File: config.mk
export PLATFORM = sky130hd
export DESIGN_NAME = glyph_text_attr
export DESIGN_NICKNAME = d
export VERILOG_FILES = /design/src/design/glyph_pkg.sv /design/src/design/glyph_byte_reg.sv /design/src/design/glyph_text_attr.sv
export SDC_FILE = /design/constraint.sdc
export NUM_CORES = 1
export LEC_CHECK = 0
export ABC_AREA = 1
export BUFFER_PORTS_ARGS = -buffer_cell sky130_fd_sc_hd__buf_2
export CAP_MARGIN = 10
export CORE_AREA = 2 2 237 356
export DETAILED_ROUTE_END_ITERATION = 8
export DIE_AREA = 0 0 239 358
export SLEW_MARGIN = 5
export SYNTH_ARGS = -nofsm -noshare
export SYNTH_HDL_FRONTEND = slang
export SYNTH_HIERARCHICAL = 1
export SYNTH_SLANG_ARGS = --single-unit
export TNS_END_PERCENT = 1
File: constraint.sdc
create_clock -name core_clk -period 18.5 [get_ports core_clk]
set_input_delay 0.925 -clock core_clk [delete_from_list [all_inputs] [get_ports core_clk]]
set_output_delay 0.925 -clock core_clk [all_outputs]
set_load 0.02 [all_outputs]
File: src/design/glyph_pkg.sv
/*
 * constants of the user glyph text attribute block: register map,
 * attribute field positions, glyph geometry, render states.
 * assumes a 20 MHz core clock and an axi4-lite register master.
 */
package glyph_pkg;
    // attribute register index; its word sits at four times the index
    localparam logic [7:0] idx_attr      = 8'hcd;
    // register byte addresses
    localparam logic [9:0] off_attr      = {idx_attr, 2'b00}; // attribute
    localparam logic [9:0] off_base      = 10'h000; // glyph ram base
    localparam logic [9:0] off_ctrl      = 10'h004; // size, vertical_scan_direction, start
    localparam logic [9:0] off_code      = 10'h008; // glyph code
    localparam logic [9:0] off_status    = 10'h00c; // busy, address
    localparam logic [9:0] off_pos       = 10'h010; // pen x/y
    // attribute field positions
    localparam int attr_wscale_lo = 0;  // width factor field
    localparam int attr_hscale_lo = 2;  // height factor field
    localparam int attr_rotate    = 4;
    localparam int attr_transp    = 6;
    localparam int attr_align     = 7;
    // control field positions
    localparam int ctrl_size_lo   = 0;  // 3-bit glyph size
    localparam int ctrl_vertical_scan_direction      = 3;
    localparam int ctrl_start     = 8;
    // reset values
    localparam logic [7:0]  attr_reset = 8'h00;
    localparam logic [31:0] base_reset = 32'h0000_0000;
    localparam logic [3:0]  ctrl_reset = 4'h0;
    // glyph sizes
    typedef enum logic [2:0] {
        size_8x16  = 3'h0,
        size_16x16 = 3'h1,
        size_12x24 = 3'h2,
        size_24x24 = 3'h3,
        size_16x32 = 3'h4,
        size_32x32 = 3'h5
    } glyph_size_t;
    // render states
    typedef enum logic [1:0] {
        st_idle  = 2'h0,
        st_fetch = 2'h1,
        st_wait  = 2'h2,
        st_pix   = 2'h3
    } render_state_t;
    localparam logic [15:0] full_width_code = 16'h8000;

    // byte count for a glyph size
    function automatic logic [7:0] glyph_bytes(input logic [2:0] s);
        case (s)
            size_8x16:  glyph_bytes = 8'd16;
            size_16x16: glyph_bytes = 8'd32;
            size_12x24: glyph_bytes = 8'd48;
            size_24x24: glyph_bytes = 8'd72;
            size_16x32: glyph_bytes = 8'd64;
            size_32x32: glyph_bytes = 8'd128;
            default:    glyph_bytes = 8'd16;
        endcase
    endfunction

    // glyph width in pixels
    function automatic logic [5:0] glyph_w(input logic [2:0] s);
        case (s)
            size_8x16:  glyph_w = 6'd8;
            size_12x24: glyph_w = 6'd12;
            size_16x16, size_16x32: glyph_w = 6'd16;
            size_24x24: glyph_w = 6'd24;
            default:    glyph_w = 6'd32;
        endcase
    endfunction

    // glyph height in pixels
    function automatic logic [5:0] glyph_h(input logic [2:0] s);
        case (s)
            size_8x16, size_16x16: glyph_h = 6'd16;
            size_12x24, size_24x24: glyph_h = 6'd24;
            default: glyph_h = 6'd32;
        endcase
    endfunction

    // byte addresses that answer on the register bus
    function automatic logic reg_mapped(input logic [9:0] a);
        reg_mapped = a == off_attr || a == off_base || a == off_ctrl
            || a == off_code || a == off_status || a == off_pos;
    endfunction
endpackage

File: src/design/glyph_byte_reg.sv
/*
 * one-byte read register for fetched glyph data; holds the latest byte.
 * assumes memory data is valid in the cycle mem_rvalid is high.
 */
`timescale 1ns/1ns
`default_nettype none
module glyph_byte_reg (
    input  wire logic       core_clk,   // core clock
    input  wire logic       rstn,       // async reset, low
    input  wire logic       load,       // capture strobe
    input  wire logic [7:0] din,        // memory byte
    input  wire logic       odd_mask,   // drop low nibble
    output logic      [7:0] dout        // registered byte
);
    // capture byte, masking low nibble when asked
    always_ff @(posedge core_clk or negedge rstn) begin
        if (!rstn) begin
            dout <= 8'h00;
        end else if (load) begin
            dout <= odd_mask ? {din[7:4], 4'h0} : din;
        end
    end
endmodule
`default_nettype wire

File: src/design/glyph_text_attr.sv
/*
 * user glyph renderer with text attributes: resolves the glyph code into
 * a display memory address, fetches bytes, emits enlarged pixels.
 * assumes a single-cycle-latency byte memory and an axi4-lite master.
 */
// Implementation choice: the AXI4-Lite register port.
`timescale 1ns/1ns
`default_nettype none
module glyph_text_attr (
    input  wire logic        core_clk,      // 20 MHz core clock
    input  wire logic        rstn,          // async reset, low
    input  wire logic [9:0]  s_awaddr,      // axi write address
    input  wire logic        s_awvalid,
    output logic             s_awready,
    input  wire logic [31:0] s_wdata,
    input  wire logic [3:0]  s_wstrb,
    input  wire logic        s_wvalid,
    output logic             s_wready,
    output logic [1:0]       s_bresp,
    output logic             s_bvalid,
    input  wire logic        s_bready,
    input  wire logic [9:0]  s_araddr,
    input  wire logic        s_arvalid,
    output logic             s_arready,
    output logic [31:0]      s_rdata,
    output logic [1:0]       s_rresp,
    output logic             s_rvalid,
    input  wire logic        s_rready,
    output logic [31:0]      mem_addr,      // glyph byte address
    output logic             mem_req,       // read request pulse
    input  wire logic        mem_rvalid,    // byte returned
    input  wire logic [7:0]  mem_rdata,
    output logic [15:0]      pix_x,         // pixel target x
    output logic [15:0]      pix_y,         // pixel target y
    output logic             pix_fg,        // 1 foreground, 0 background
    output logic             pix_we,        // pixel write strobe
    output logic             text_cursor_en,     // cursor allowed
    output logic             graphic_cursor_en,
    output logic             overlay_window_en
);
    import glyph_pkg::*;

    // software state
    logic [7:0]  attr;          // attribute control
    logic [31:0] glyph_ram_base;
    logic [3:0]  ctrl;          // size and vertical scan direction
    logic [15:0] glyph_code;
    logic [15:0] pen_x, pen_y;  // text pen
    logic        start;         // render kick pulse
    // render state
    render_state_t state;
    logic [6:0]  byte_idx;      // byte within glyph
    logic [2:0]  bit_idx;       // pixel within byte
    logic [5:0]  row, col;      // glyph row, column
    logic [1:0]  sx, sy;        // enlargement repeat counters
    logic [7:0]  cur_byte;
    logic [31:0] glyph_address;

    // size used: bit 0 of each half/full size pair follows the code width
    logic [2:0] size_sel;
    logic       code_full;
    assign code_full = glyph_code >= full_width_code;
    always_comb begin
        size_sel = ctrl[2:0];
        if (ctrl[2:0] <= size_32x32)
            size_sel = {ctrl[2:1], code_full};
    end
    // absolute glyph address from base and code
    assign glyph_address = glyph_ram_base
        + 32'(glyph_code) * 32'(glyph_bytes(size_sel));

    logic [5:0] gw, gh;
    logic [1:0] wscale, hscale;
    assign gw = glyph_w(size_sel);
    assign gh = glyph_h(size_sel);
    assign wscale = attr[attr_wscale_lo +: 2];
    assign hscale = attr[attr_hscale_lo +: 2];

    // cursors and overlay disabled while vertical scan direction is set
    assign text_cursor_en    = !ctrl[ctrl_vertical_scan_direction];
    assign graphic_cursor_en = !ctrl[ctrl_vertical_scan_direction];
    assign overlay_window_en = !ctrl[ctrl_vertical_scan_direction];

    // axi write channel: take address and data in either order
    logic        aw_held, w_held;
    logic [9:0]  aw_q;
    logic [31:0] w_q;
    logic [3:0]  strb_q;
    logic        do_write;
    assign s_awready = !aw_held && !s_bvalid;
    assign s_wready  = !w_held && !s_bvalid;
    assign do_write  = aw_held && w_held;
    always_ff @(posedge core_clk or negedge rstn) begin
        if (!rstn) begin
            aw_held <= 1'b0;
            w_held  <= 1'b0;
            aw_q    <= 10'h000;
            w_q     <= 32'h0000_0000;
            strb_q  <= 4'h0;
            s_bvalid <= 1'b0;
            s_bresp  <= 2'h0;
        end else begin
            if (s_awvalid && s_awready) begin
                aw_held <= 1'b1;
                aw_q    <= s_awaddr;
            end
            if (s_wvalid && s_wready) begin
                w_held <= 1'b1;
                w_q    <= s_wdata;
                strb_q <= s_wstrb;
            end
            if (do_write) begin
                aw_held  <= 1'b0;
                w_held   <= 1'b0;
                s_bvalid <= 1'b1;
                s_bresp  <= reg_mapped(aw_q) ? 2'h0 : 2'h2; // slverr off map
            end else if (s_bvalid && s_bready) begin
                s_bvalid <= 1'b0;
            end
        end
    end

    // register stores from completed writes
    always_ff @(posedge core_clk or negedge rstn) begin
        if (!rstn) begin
            attr           <= attr_reset;
            glyph_ram_base <= base_reset;
            ctrl           <= ctrl_reset;
            glyph_code     <= 16'h0000;
            start          <= 1'b0;
        end else begin
            start <= 1'b0;
            if (do_write) begin
                case (aw_q)
                    off_attr: if (strb_q[0]) attr <= w_q[7:0];
                    off_base: begin
                        for (int i = 0; i < 4; i++)
                            if (strb_q[i])
                                glyph_ram_base[8*i +: 8] <= w_q[8*i +: 8];
                    end
                    off_ctrl: begin
                        if (strb_q[0]) ctrl <= w_q[3:0];
                        // start accepted only when idle
                        if (strb_q[1] && w_q[ctrl_start] && state == st_idle)
                            start <= 1'b1;
                    end
                    off_code: begin
                        if (strb_q[0]) glyph_code[7:0]  <= w_q[7:0];
                        if (strb_q[1]) glyph_code[15:8] <= w_q[15:8];
                    end
                    default: ;
                endcase
            end
        end
    end

    // axi read channel, one cycle after address
    assign s_arready = !s_rvalid;
    always_ff @(posedge core_clk or negedge rstn) begin
        if (!rstn) begin
            s_rvalid <= 1'b0;
            s_rdata  <= 32'h0000_0000;
            s_rresp  <= 2'h0;
        end else if (s_arvalid && s_arready) begin
            s_rvalid <= 1'b1;
            s_rresp  <= 2'h0;
            case (s_araddr)
                off_attr:   s_rdata <= {24'h0, attr};
                off_base:   s_rdata <= glyph_ram_base;
                off_ctrl:   s_rdata <= {28'h0, ctrl};
                off_code:   s_rdata <= {16'h0, glyph_code};
                off_status: s_rdata <= {glyph_address[30:0], state != st_idle};
                off_pos:    s_rdata <= {pen_y, pen_x};
                default: begin
                    s_rdata <= 32'h0000_0000;
                    s_rresp <= 2'h2;
                end
            endcase
        end else if (s_rready) begin
            s_rvalid <= 1'b0;
        end
    end

    // odd byte of a 12x24 glyph loses its low nibble
    glyph_byte_reg u_byte (
        .core_clk (core_clk),
        .rstn     (rstn),
        .load     (state == st_wait && mem_rvalid),
        .din      (mem_rdata),
        .odd_mask (size_sel == size_12x24 && byte_idx[0]),
        .dout     (cur_byte)
    );

    // last pixel of current byte inside glyph width; row and glyph end
    logic last_px, row_done, glyph_done;
    assign last_px   = (bit_idx == 3'd7) || (col + 6'd1 == gw);
    assign row_done  = (col + 6'd1 == gw) && (sx == wscale);
    assign glyph_done = row_done && (row + 6'd1 == gh) && (sy == hscale);

    // fetch and render sequence
    always_ff @(posedge core_clk or negedge rstn) begin
        if (!rstn) begin
            state    <= st_idle;
            byte_idx <= 7'h00;
            bit_idx  <= 3'h0;
            row <= 6'h00;
            col <= 6'h00;
            sx  <= 2'h0;
            sy  <= 2'h0;
        end else begin
            case (state)
                st_idle: if (start) begin
                    state <= st_fetch;
                    byte_idx <= 7'h00;
                    bit_idx <= 3'h0;
                    row <= 6'h00;
                    col <= 6'h00;
                    sx  <= 2'h0;
                    sy  <= 2'h0;
                end
                st_fetch: state <= st_wait;
                st_wait:  if (mem_rvalid) state <= st_pix;
                st_pix: begin
                    if (sx != wscale) begin
                        sx <= sx + 2'd1;
                    end else begin
                        sx <= 2'h0;
                        if (glyph_done) begin
                            state <= st_idle;
                        end else if (row_done) begin
                            col <= 6'h00;
                            bit_idx <= 3'h0;
                            if (sy != hscale) begin
                                sy <= sy + 2'd1;
                                // refetch row start for repeat
                                byte_idx <= byte_idx - 7'(gw[5:3]
                                    + {5'h0, |gw[2:0]}) + 7'd1;
                            end else begin
                                sy  <= 2'h0;
                                row <= row + 6'd1;
                                byte_idx <= byte_idx + 7'd1;
                            end
                            state <= st_fetch;
                        end else if (last_px) begin
                            col <= col + 6'd1;
                            bit_idx <= 3'h0;
                            byte_idx <= byte_idx + 7'd1;
                            state <= st_fetch;
                        end else begin
                            col <= col + 6'd1;
                            bit_idx <= bit_idx + 3'd1;
                        end
                    end
                end
                default: state <= st_idle;
            endcase
        end
    end

    assign mem_req  = (state == st_fetch);
    assign mem_addr = glyph_address + 32'(byte_idx);

    // target position; rotation swaps axes of glyph and advance
    logic [15:0] off_x, off_y;
    assign off_x = 16'(col) * 16'({1'b0, wscale} + 3'd1) + 16'(sx);
    assign off_y = 16'(row) * 16'({1'b0, hscale} + 3'd1) + 16'(sy);
    always_ff @(posedge core_clk or negedge rstn) begin
        if (!rstn) begin
            pix_x  <= 16'h0000;
            pix_y  <= 16'h0000;
            pix_fg <= 1'b0;
            pix_we <= 1'b0;
        end else begin
            pix_x  <= attr[attr_rotate] ? pen_x + off_y : pen_x + off_x;
            pix_y  <= attr[attr_rotate] ? pen_y + off_x : pen_y + off_y;
            pix_fg <= cur_byte[3'd7 - bit_idx];
            // background skipped in transparent mode
            pix_we <= state == st_pix && (cur_byte[3'd7 - bit_idx]
                || !attr[attr_transp]);
        end
    end

    // pen advance after a glyph; aligned mode uses full-width cell
    logic [15:0] adv_w, adv_h;
    assign adv_w = 16'(attr[attr_align] && !code_full ? gw << 1 : {1'b0, gw})
        * 16'({1'b0, wscale} + 3'd1);
    assign adv_h = 16'(gh) * 16'({1'b0, hscale} + 3'd1);
    always_ff @(posedge core_clk or negedge rstn) begin
        if (!rstn) begin
            pen_x <= 16'h0000;
            pen_y <= 16'h0000;
        end else if (do_write && aw_q == off_pos) begin
            pen_x <= w_q[15:0];
            pen_y <= w_q[31:16];
        end else if (state == st_pix && sx == wscale && glyph_done) begin
            if (attr[attr_rotate])
                pen_y <= pen_y + adv_w;
            else
                pen_x <= pen_x + adv_w;
        end
    end

    // checks
    a_cursor_off: assert property (@(posedge core_clk)
        disable iff (!rstn) ctrl[ctrl_vertical_scan_direction] |-> !text_cursor_en
            && !graphic_cursor_en && !overlay_window_en)
        else $error("cursor active under vertical scan");
    a_addr_16: assert property (@(posedge core_clk)
        disable iff (!rstn) size_sel == size_16x16 |-> glyph_address
            == glyph_ram_base + {11'h0, glyph_code, 5'h0})
        else $error("16x16 address wrong");
    a_full_code: assert property (@(posedge core_clk)
        disable iff (!rstn) glyph_code[15] |-> size_sel inside {
            size_16x16, size_24x24, size_32x32})
        else $error("full code used half size");
    a_half_code: assert property (@(posedge core_clk)
        disable iff (!rstn) !glyph_code[15] |-> !(size_sel inside {
            size_16x16, size_24x24, size_32x32}))
        else $error("half code used full size");
    a_transp_skip: assert property (@(posedge core_clk)
        disable iff (!rstn) pix_we && $past(attr[attr_transp]) |-> pix_fg)
        else $error("background written while transparent");
    a_fetch_wait: assert property (@(posedge core_clk)
        disable iff (!rstn) mem_req |=> state == st_wait)
        else $error("fetch not followed by wait");
    a_nibble_drop: assert property (@(posedge core_clk)
        disable iff (!rstn) state == st_wait && mem_rvalid && byte_idx[0]
            && size_sel == size_12x24 |=> cur_byte[3:0] == 4'h0)
        else $error("odd byte low nibble kept");
    a_addr_48: assert property (@(posedge core_clk)
        disable iff (!rstn) size_sel == size_12x24 |-> glyph_address
            == glyph_ram_base + {11'h0, glyph_code, 5'h0}
            + {12'h0, glyph_code, 4'h0})
        else $error("12x24 address wrong");
    c_render: cover property (@(posedge core_clk) state == st_pix && glyph_done);
    c_rotate: cover property (@(posedge core_clk) pix_we && attr[attr_rotate]);
    c_enlarge: cover property (@(posedge core_clk) pix_we && sx == 2'd3);
endmodule
`default_nettype wire

==> flow_metrics.tcl, run 1 <==
set metrics [dict create \
    ys.flop_type "dfrtp_1" \
    layout_commonest_cell "nand2_1" \
    grt_usage 0.163 \
    fin_ws_ps 9820 \
    crit_slowest_cell "nor4_1" \
    clock_latency_ps 580 \
    period_minus_slack_ps 8680 \
    setup-violations-final 0 \
    placed_cells 3964 \
    worst_slew_pin_slew_ps 993 \
    syn_area_mm2 0.0204 \
    h-tree-depth 1 \
    max_freq_mhz 115 \
    drtIter0Drc 1033 \
    drive_above_1_share 0.0960 \
    comb_power_share 0.237 \
    cts_setup_buffers 0 \
    final.fill_count 8951 \
    sw_frac_of_total 0.354 \
    worstPathMaxFanout 17 \
    finalNetCount 3279 \
    die_x_um 239 \
    fp.dieH_um 358 \
    finalHoldViolCount 0 \
    start_util 0.248 \
    hold_path_class "in -> async" \
    detail-route-antenna-nets 0 \
    p_leak_nw 12.4 \
    relSlewSlack 0.336 \
    vias 18695 \
    ys_seq_area_frac 0.303 \
    drt-pass1-iter-count 5 \
    finalCritPeriodShare 0.469 \
    fin_total_pwr_w 0.00176 \
    arrival_ps 7760 \
    path_class "reg -> out" \
    synth-edff-count 0 \
    rows 129 \
    crit_required_ps 17570 \
    core_mm2 0.0823 \
    cts_inserted_buffers 28 \
    end_kind "output port" \
    final_cell_mix "nand2_1 (730), inv_1 (474), nor2_1 (255)" \
    fin_setup_tns_ps 0 \
    rsz0062_at_grt "false" \
    finClkSkew_ps 13.7 \
    seqCellArea_mm2 0.00618 \
    ios 183 \
    routedWlPerCell_um 17.5 \
    worst_setup_path_start_kind "flip-flop" \
    outcome "finished, final reports clean" \
    cts.sinks 247 \
    synth_seq_cells 247 \
    yosys_warnings 6 \
    sequentialPowerShare 0.396 \
    power_per_cell_area_mw_per_mm2 75.0 \
    grt_pass1_vias 18411 \
    cts-root-buf "clkbuf_16" \
    synth_area_per_cell_um2 7.31 \
    grt_pass1_wl_um 106000 \
    cts.hold.buffers_added 0 \
    netSwitchingPower_w 0.000624 \
    place.gp.congestion 0.937 \
    postLayoutCoreUtil 0.285 \
    cts.path.max_buffers 3 \
    hpwl_um 57100 \
    via_per_inst 4.65 \
    route.detailed.drc 0 \
    tritoncts "yes" \
    pre_cts_slack_ps 10370 \
    cpMostUsedCell "nand2_1" \
    die-area_mm2 0.0856 \
    slew_viol_final 0 \
    synthToLayoutAreaGrowth_pct 15.0 \
    ir_drop_v 0.000110 \
    drv_cap 0 \
    ys_async_sr_fraction 1.00 \
    ctsResizeCount 0 \
    internal_power_w 0.00114 \
    multi_input_area_mm2 0.0122 \
    portBuffers 180 \
    syn_inst 2794 \
    wl_um 70200 \
    synth_cell_type_count 48 \
    clock_power_share 0.367 \
    grt_max_degree 162 \
    antenna_found_initial 7 \
    crit_path_max_incr_delay_ps 690 \
    overflow 0 \
    clk_pin_slew_ps 70 \
    stdcell_count 4018 \
]
-- synth_stat cells, types with 11 or more instances --
cell,instances,area share
fa_1,81,0.079
ha_1,180,0.11
nor2_1,255,0.047
xor2_1,72,0.031
o21ai_0,159,0.039
nand4_1,43,0.013
a22o_1,11,0.0047
nor3_1,19,0.0047
a21oi_1,120,0.029
clkbuf_1,49,0.0090
dfrtp_1,247,0.30
nand2_1,731,0.13
nand3_1,190,0.047
inv_1,474,0.087
o22ai_1,18,0.0055
xnor2_1,30,0.013
-- layout make-up --
type,instances,area share
clock buffers,36,0.0337
clock inverters,16,0.0110
flip-flops and latches,247,0.263
inverters,481,0.0769
multi-input cells,2000,0.517
diodes,2,0.000213
well taps,1048,0.0558
repair buffers,188,0.0419
-- stage by stage --
stage                     hold slack, ps  area, µm²
after floorplan                      437      20400
after CTS                            374      23500
after detailed placement             462      22400
after global placement               456      22400
after global routing                 402      23500
final                                356      23500
-- critical path, delay by kind of cell (launching register included) --
family / cells / cell delay, ps
xor gates and xnor gates: 1 / 180
adders and majority gates: 6 / 2570
buffers and inverters: 7 / 790
DFF: 1 / 470
and+or+nand+nor: 14 / 3150
-- final timing paths --
| check | start | end | slack, ps | cells past startpoint |
|---|---|---|---|---|
| worst max-delay path | ctrl[1] | mem_addr[30] | 9820 | 28 |
| worst min-delay path | rstn | state[0] | 360 | 1 |
| worst max register to register | ctrl[1] | s_rdata[20] | 11650 | 28 |
| worst min register to register | u_byte/dout[5] | u_byte/dout[5] | 470 | 2 |
| max in group asynchronous | rstn | aw_q[7] | 16710 | 2 |
| min in group core_clk | u_byte/dout[5] | u_byte/dout[5] | 470 | 2 |
-- sequential cells by signal (all words and copies together), names as in the netlist, 3 cells and up --
name and cells:
w_q 32, glyph_ram_base 32, glyph_code 16, pen_y 16
aw_q 10, pen_x 16, col 6, u_byte/dout 8
row 6, attr 8, byte_idx 7, pix_y 16
pix_x 16, strb_q 4, s_rdata 32, ctrl 4
bit_idx 3
-- power by group through the flow --
| stage | sequential, W | combinational, W | clock [W] |
|---|---|---|---|
| floorplan | 0.000693 | 0.000261 | 0 |
| global route | 0.000708 | 0.000469 | 0.000680 |
| detailed placement | 0.000705 | 0.000421 | 0 |
| CTS | 0.000697 | 0.000424 | 0.000664 |
| global placement | 0.000705 | 0.000417 | 0 |
| finish | 0.000697 | 0.000417 | 0.000647 |
-- per-layer routing --
| metal | part of all wire | global-route usage |
|---|---|---|
| met2 | 0.49 | 0.288 |
| met5 | 0.00030 | 0 |
| met1 | 0.40 | 0.188 |
| met4 | 0.065 | 0.0999 |
| met3 | 0.047 | 0.0183 |
-- cell families after synthesis --
logic type,after synthesis,share of synthesized area
AO/OA/AOI/OAI,344,0.0924
other,1,0.000184
flip-flops,247,0.303
AND/OR/NAND/NOR,1281,0.262
buffers and inverters,548,0.103
XOR/XNOR,103,0.0451
multiplexers,9,0.00496
adder cells (fa/ha/maj),261,0.190
Power figures use the tool's default switching activity.
==> run 2, diff against run 1 <==
==> constraint.sdc (replaced) <==
create_clock -name core_clk -period 8.71 [get_ports core_clk]
set_input_delay 0.4355 -clock core_clk [delete_from_list [all_inputs] [get_ports core_clk]]
set_output_delay 0.4355 -clock core_clk [all_outputs]
set_load 0.02 [all_outputs]
==> run 2 against run 1 <==
- global-route usage is 0.16 points higher
- first-iteration DRC count increased by 9.6%
- clock power is 98% higher
- highest routed layer unchanged
- worst hold slack worse by 300 ps
==> flow_metrics.tcl, run 2 (synthesized netlist as in run 1, its figures left out) <==
set metrics [dict create \
    fp.dieH_um 358 \
    route.detailed.drc 0 \
    cts-root-buf "clkbuf_16" \
    relSlewSlack 0.290 \
    start_util 0.248 \
    rows 129 \
    rr_endpoint "s_rdata[24]" \
    end_kind "output port" \
    antenna_found_initial 7 \
    reg2reg_slack_ps 2180 \
    die-area_mm2 0.0856 \
    via_per_inst 4.66 \
    power_per_cell_area_mw_per_mm2 156 \
    drive_above_1_share 0.0957 \
    grt_max_degree 170 \
    worst_slew_pin_slew_ps 1070 \
    max_freq_mhz 127 \
    final_cell_mix "nand2_1 (730), inv_1 (474), nor2_1 (255)" \
    ir_drop_v 0.000231 \
    die_x_um 239 \
    path_class "reg -> out" \
    clk_pin_slew_ps 70 \
    finalHoldViolCount 0 \
    place.gp.congestion 0.935 \
    comb_power_share 0.244 \
    period_minus_slack_ps 7900 \
    drv_cap 0 \
    worstHoldPathCells 2 \
    detail-route-antenna-nets 0 \
    finClkSkew_ps 37.2 \
    vias 18726 \
    sw_frac_of_total 0.364 \
    fin_setup_tns_ps 0 \
    crit_slowest_cell "fa_1" \
    clock_power_share 0.351 \
    layout_commonest_cell "nand2_1" \
    sequentialPowerShare 0.405 \
    setup-violations-final 0 \
    cts_setup_buffers 0 \
    fin_ws_ps 807 \
    worstPathMaxFanout 17 \
    cpMostUsedCell "nand2_1" \
    grt_pass1_vias 18468 \
    r2r_start "ctrl[1]" \
    cp_top_family "adder cells" \
    grt_usage 0.165 \
    cp_num_buf_inv 9 \
    cts.hold.buffers_added 2 \
    p_leak_nw 12.4 \
    r2r_cells 28 \
    min_to "strb_q[1]" \
    cts.sinks 247 \
    internal_power_w 0.00232 \
    worst_setup_path_start_kind "flip-flop" \
    crit_path_max_incr_delay_ps 550 \
    finalCritPeriodShare 0.907 \
    wl_um 70600 \
    ios 183 \
    routedWlPerCell_um 17.6 \
    netSwitchingPower_w 0.00133 \
    min-delay-start "s_wstrb[1]" \
    cts.path.max_buffers 3 \
    overflow 0 \
    h-tree-depth 1 \
    hold_path_class "in -> reg" \
    hpwl_um 57400 \
    cts_inserted_buffers 28 \
    rsz0062_at_grt "false" \
    arrival_ps 7470 \
    finalNetCount 3282 \
    crit_required_ps 8270 \
    drt-pass1-iter-count 7 \
    reg_top3 "glyph_ram_base (32), s_rdata (32), w_q (32)" \
    tritoncts "yes" \
    portBuffers 180 \
    synthToLayoutAreaGrowth_pct 14.8 \
    drtIter0Drc 1132 \
    core_mm2 0.0823 \
    grt_pass1_wl_um 108000 \
    slew_viol_final 0 \
    pre_cts_slack_ps 1430 \
    ctsResizeCount 0 \
    outcome "finished, final reports clean" \
    clock_latency_ps 610 \
]
[run 2: changes by cell type in the layout (fill, tap and decap cells not counted)]
| cell | change |
|---|---|
| buf_4 | +1 |
| bufinv_16 | -3 |
| clkbuf_16 | -1 |
| clkbuf_8 | +1 |
| clkinv_16 | +1 |
| clkinv_2 | +2 |
| clkinv_4 | -1 |
| clkinvlp_4 | -3 |
| diode_2 | -1 |
| dlygate4sd3_1 | +2 |
| inv_6 | +1 |
| inv_8 | +1 |
[run 2: worst max path at each step]
stage             from           end  slack [ps]  cells past startpoint
4_1_cts        ctrl[1]  mem_addr[23]         780                     33
3_3_place_gp   ctrl[1]  mem_addr[30]        1400                     30
5_1_grt        ctrl[1]  mem_addr[30]         290                     27
3_5_place_dp   ctrl[1]  mem_addr[23]        1430                     33
2_1_floorplan  ctrl[1]  mem_addr[23]        2440                     32
6_report       ctrl[1]  mem_addr[23]         810                     33
[run 2: power groups by stage]
stage | Clock [W] | Sequential (W) | Combinational (W)
global route | 0.00135 | 0.00150 | 0.00100
detailed placement | 0 | 0.00150 | 0.000898
finish | 0.00128 | 0.00148 | 0.000891
CTS | 0.00132 | 0.00148 | 0.000907
global placement | 0 | 0.00150 | 0.000889
floorplan | 0 | 0.00147 | 0.000555
[run 2: worst reg2reg max path: cells and delay by family (launching register included)]
kind | cells | cell delay (ps)
flops | 1 | 490
simple gates | 14 | 2060
fa+ha+maj | 6 | 2670
buf+inv | 7 | 1030
compound gates | 1 | 200
[run 2: metal layers]
metal | vias to the layer above | GRT usage | routed length (µm)
met5 | - | 0 | 48
met4 | 8 | 0.0799 | 3660
met3 | 144 | 0.0203 | 3450
met2 | 522 | 0.300 | 35200
met1 | 8889 | 0.190 | 28200
li1 | 9163 | - | -
[run 2: final cells by class]
class,count,area [µm²]
Clock inverter,14,198
Sequential cell,247,6180
Inverter,481,1810
Tap cell,1048,1310
Antenna cell,1,2.50
Fill cell,8991,58900
Timing Repair Buffer,191,1010
Multi-Input combinational cell,2000,12200
Clock buffer,36,781
[run 2: per-stage QoR]
stage               utilization  instances  area, µm²  hold slack, ps  total power [W]
floorplan                     -       2795      20400             140          0.00203
global placement          0.273       3965      22400             456          0.00239
detailed placement        0.273       3965      22400             459          0.00240
CTS                       0.285       4017      23400            23.9          0.00370
global route              0.285       4017      23400            45.4          0.00386
finish                    0.285       4018      23400            54.4          0.00365
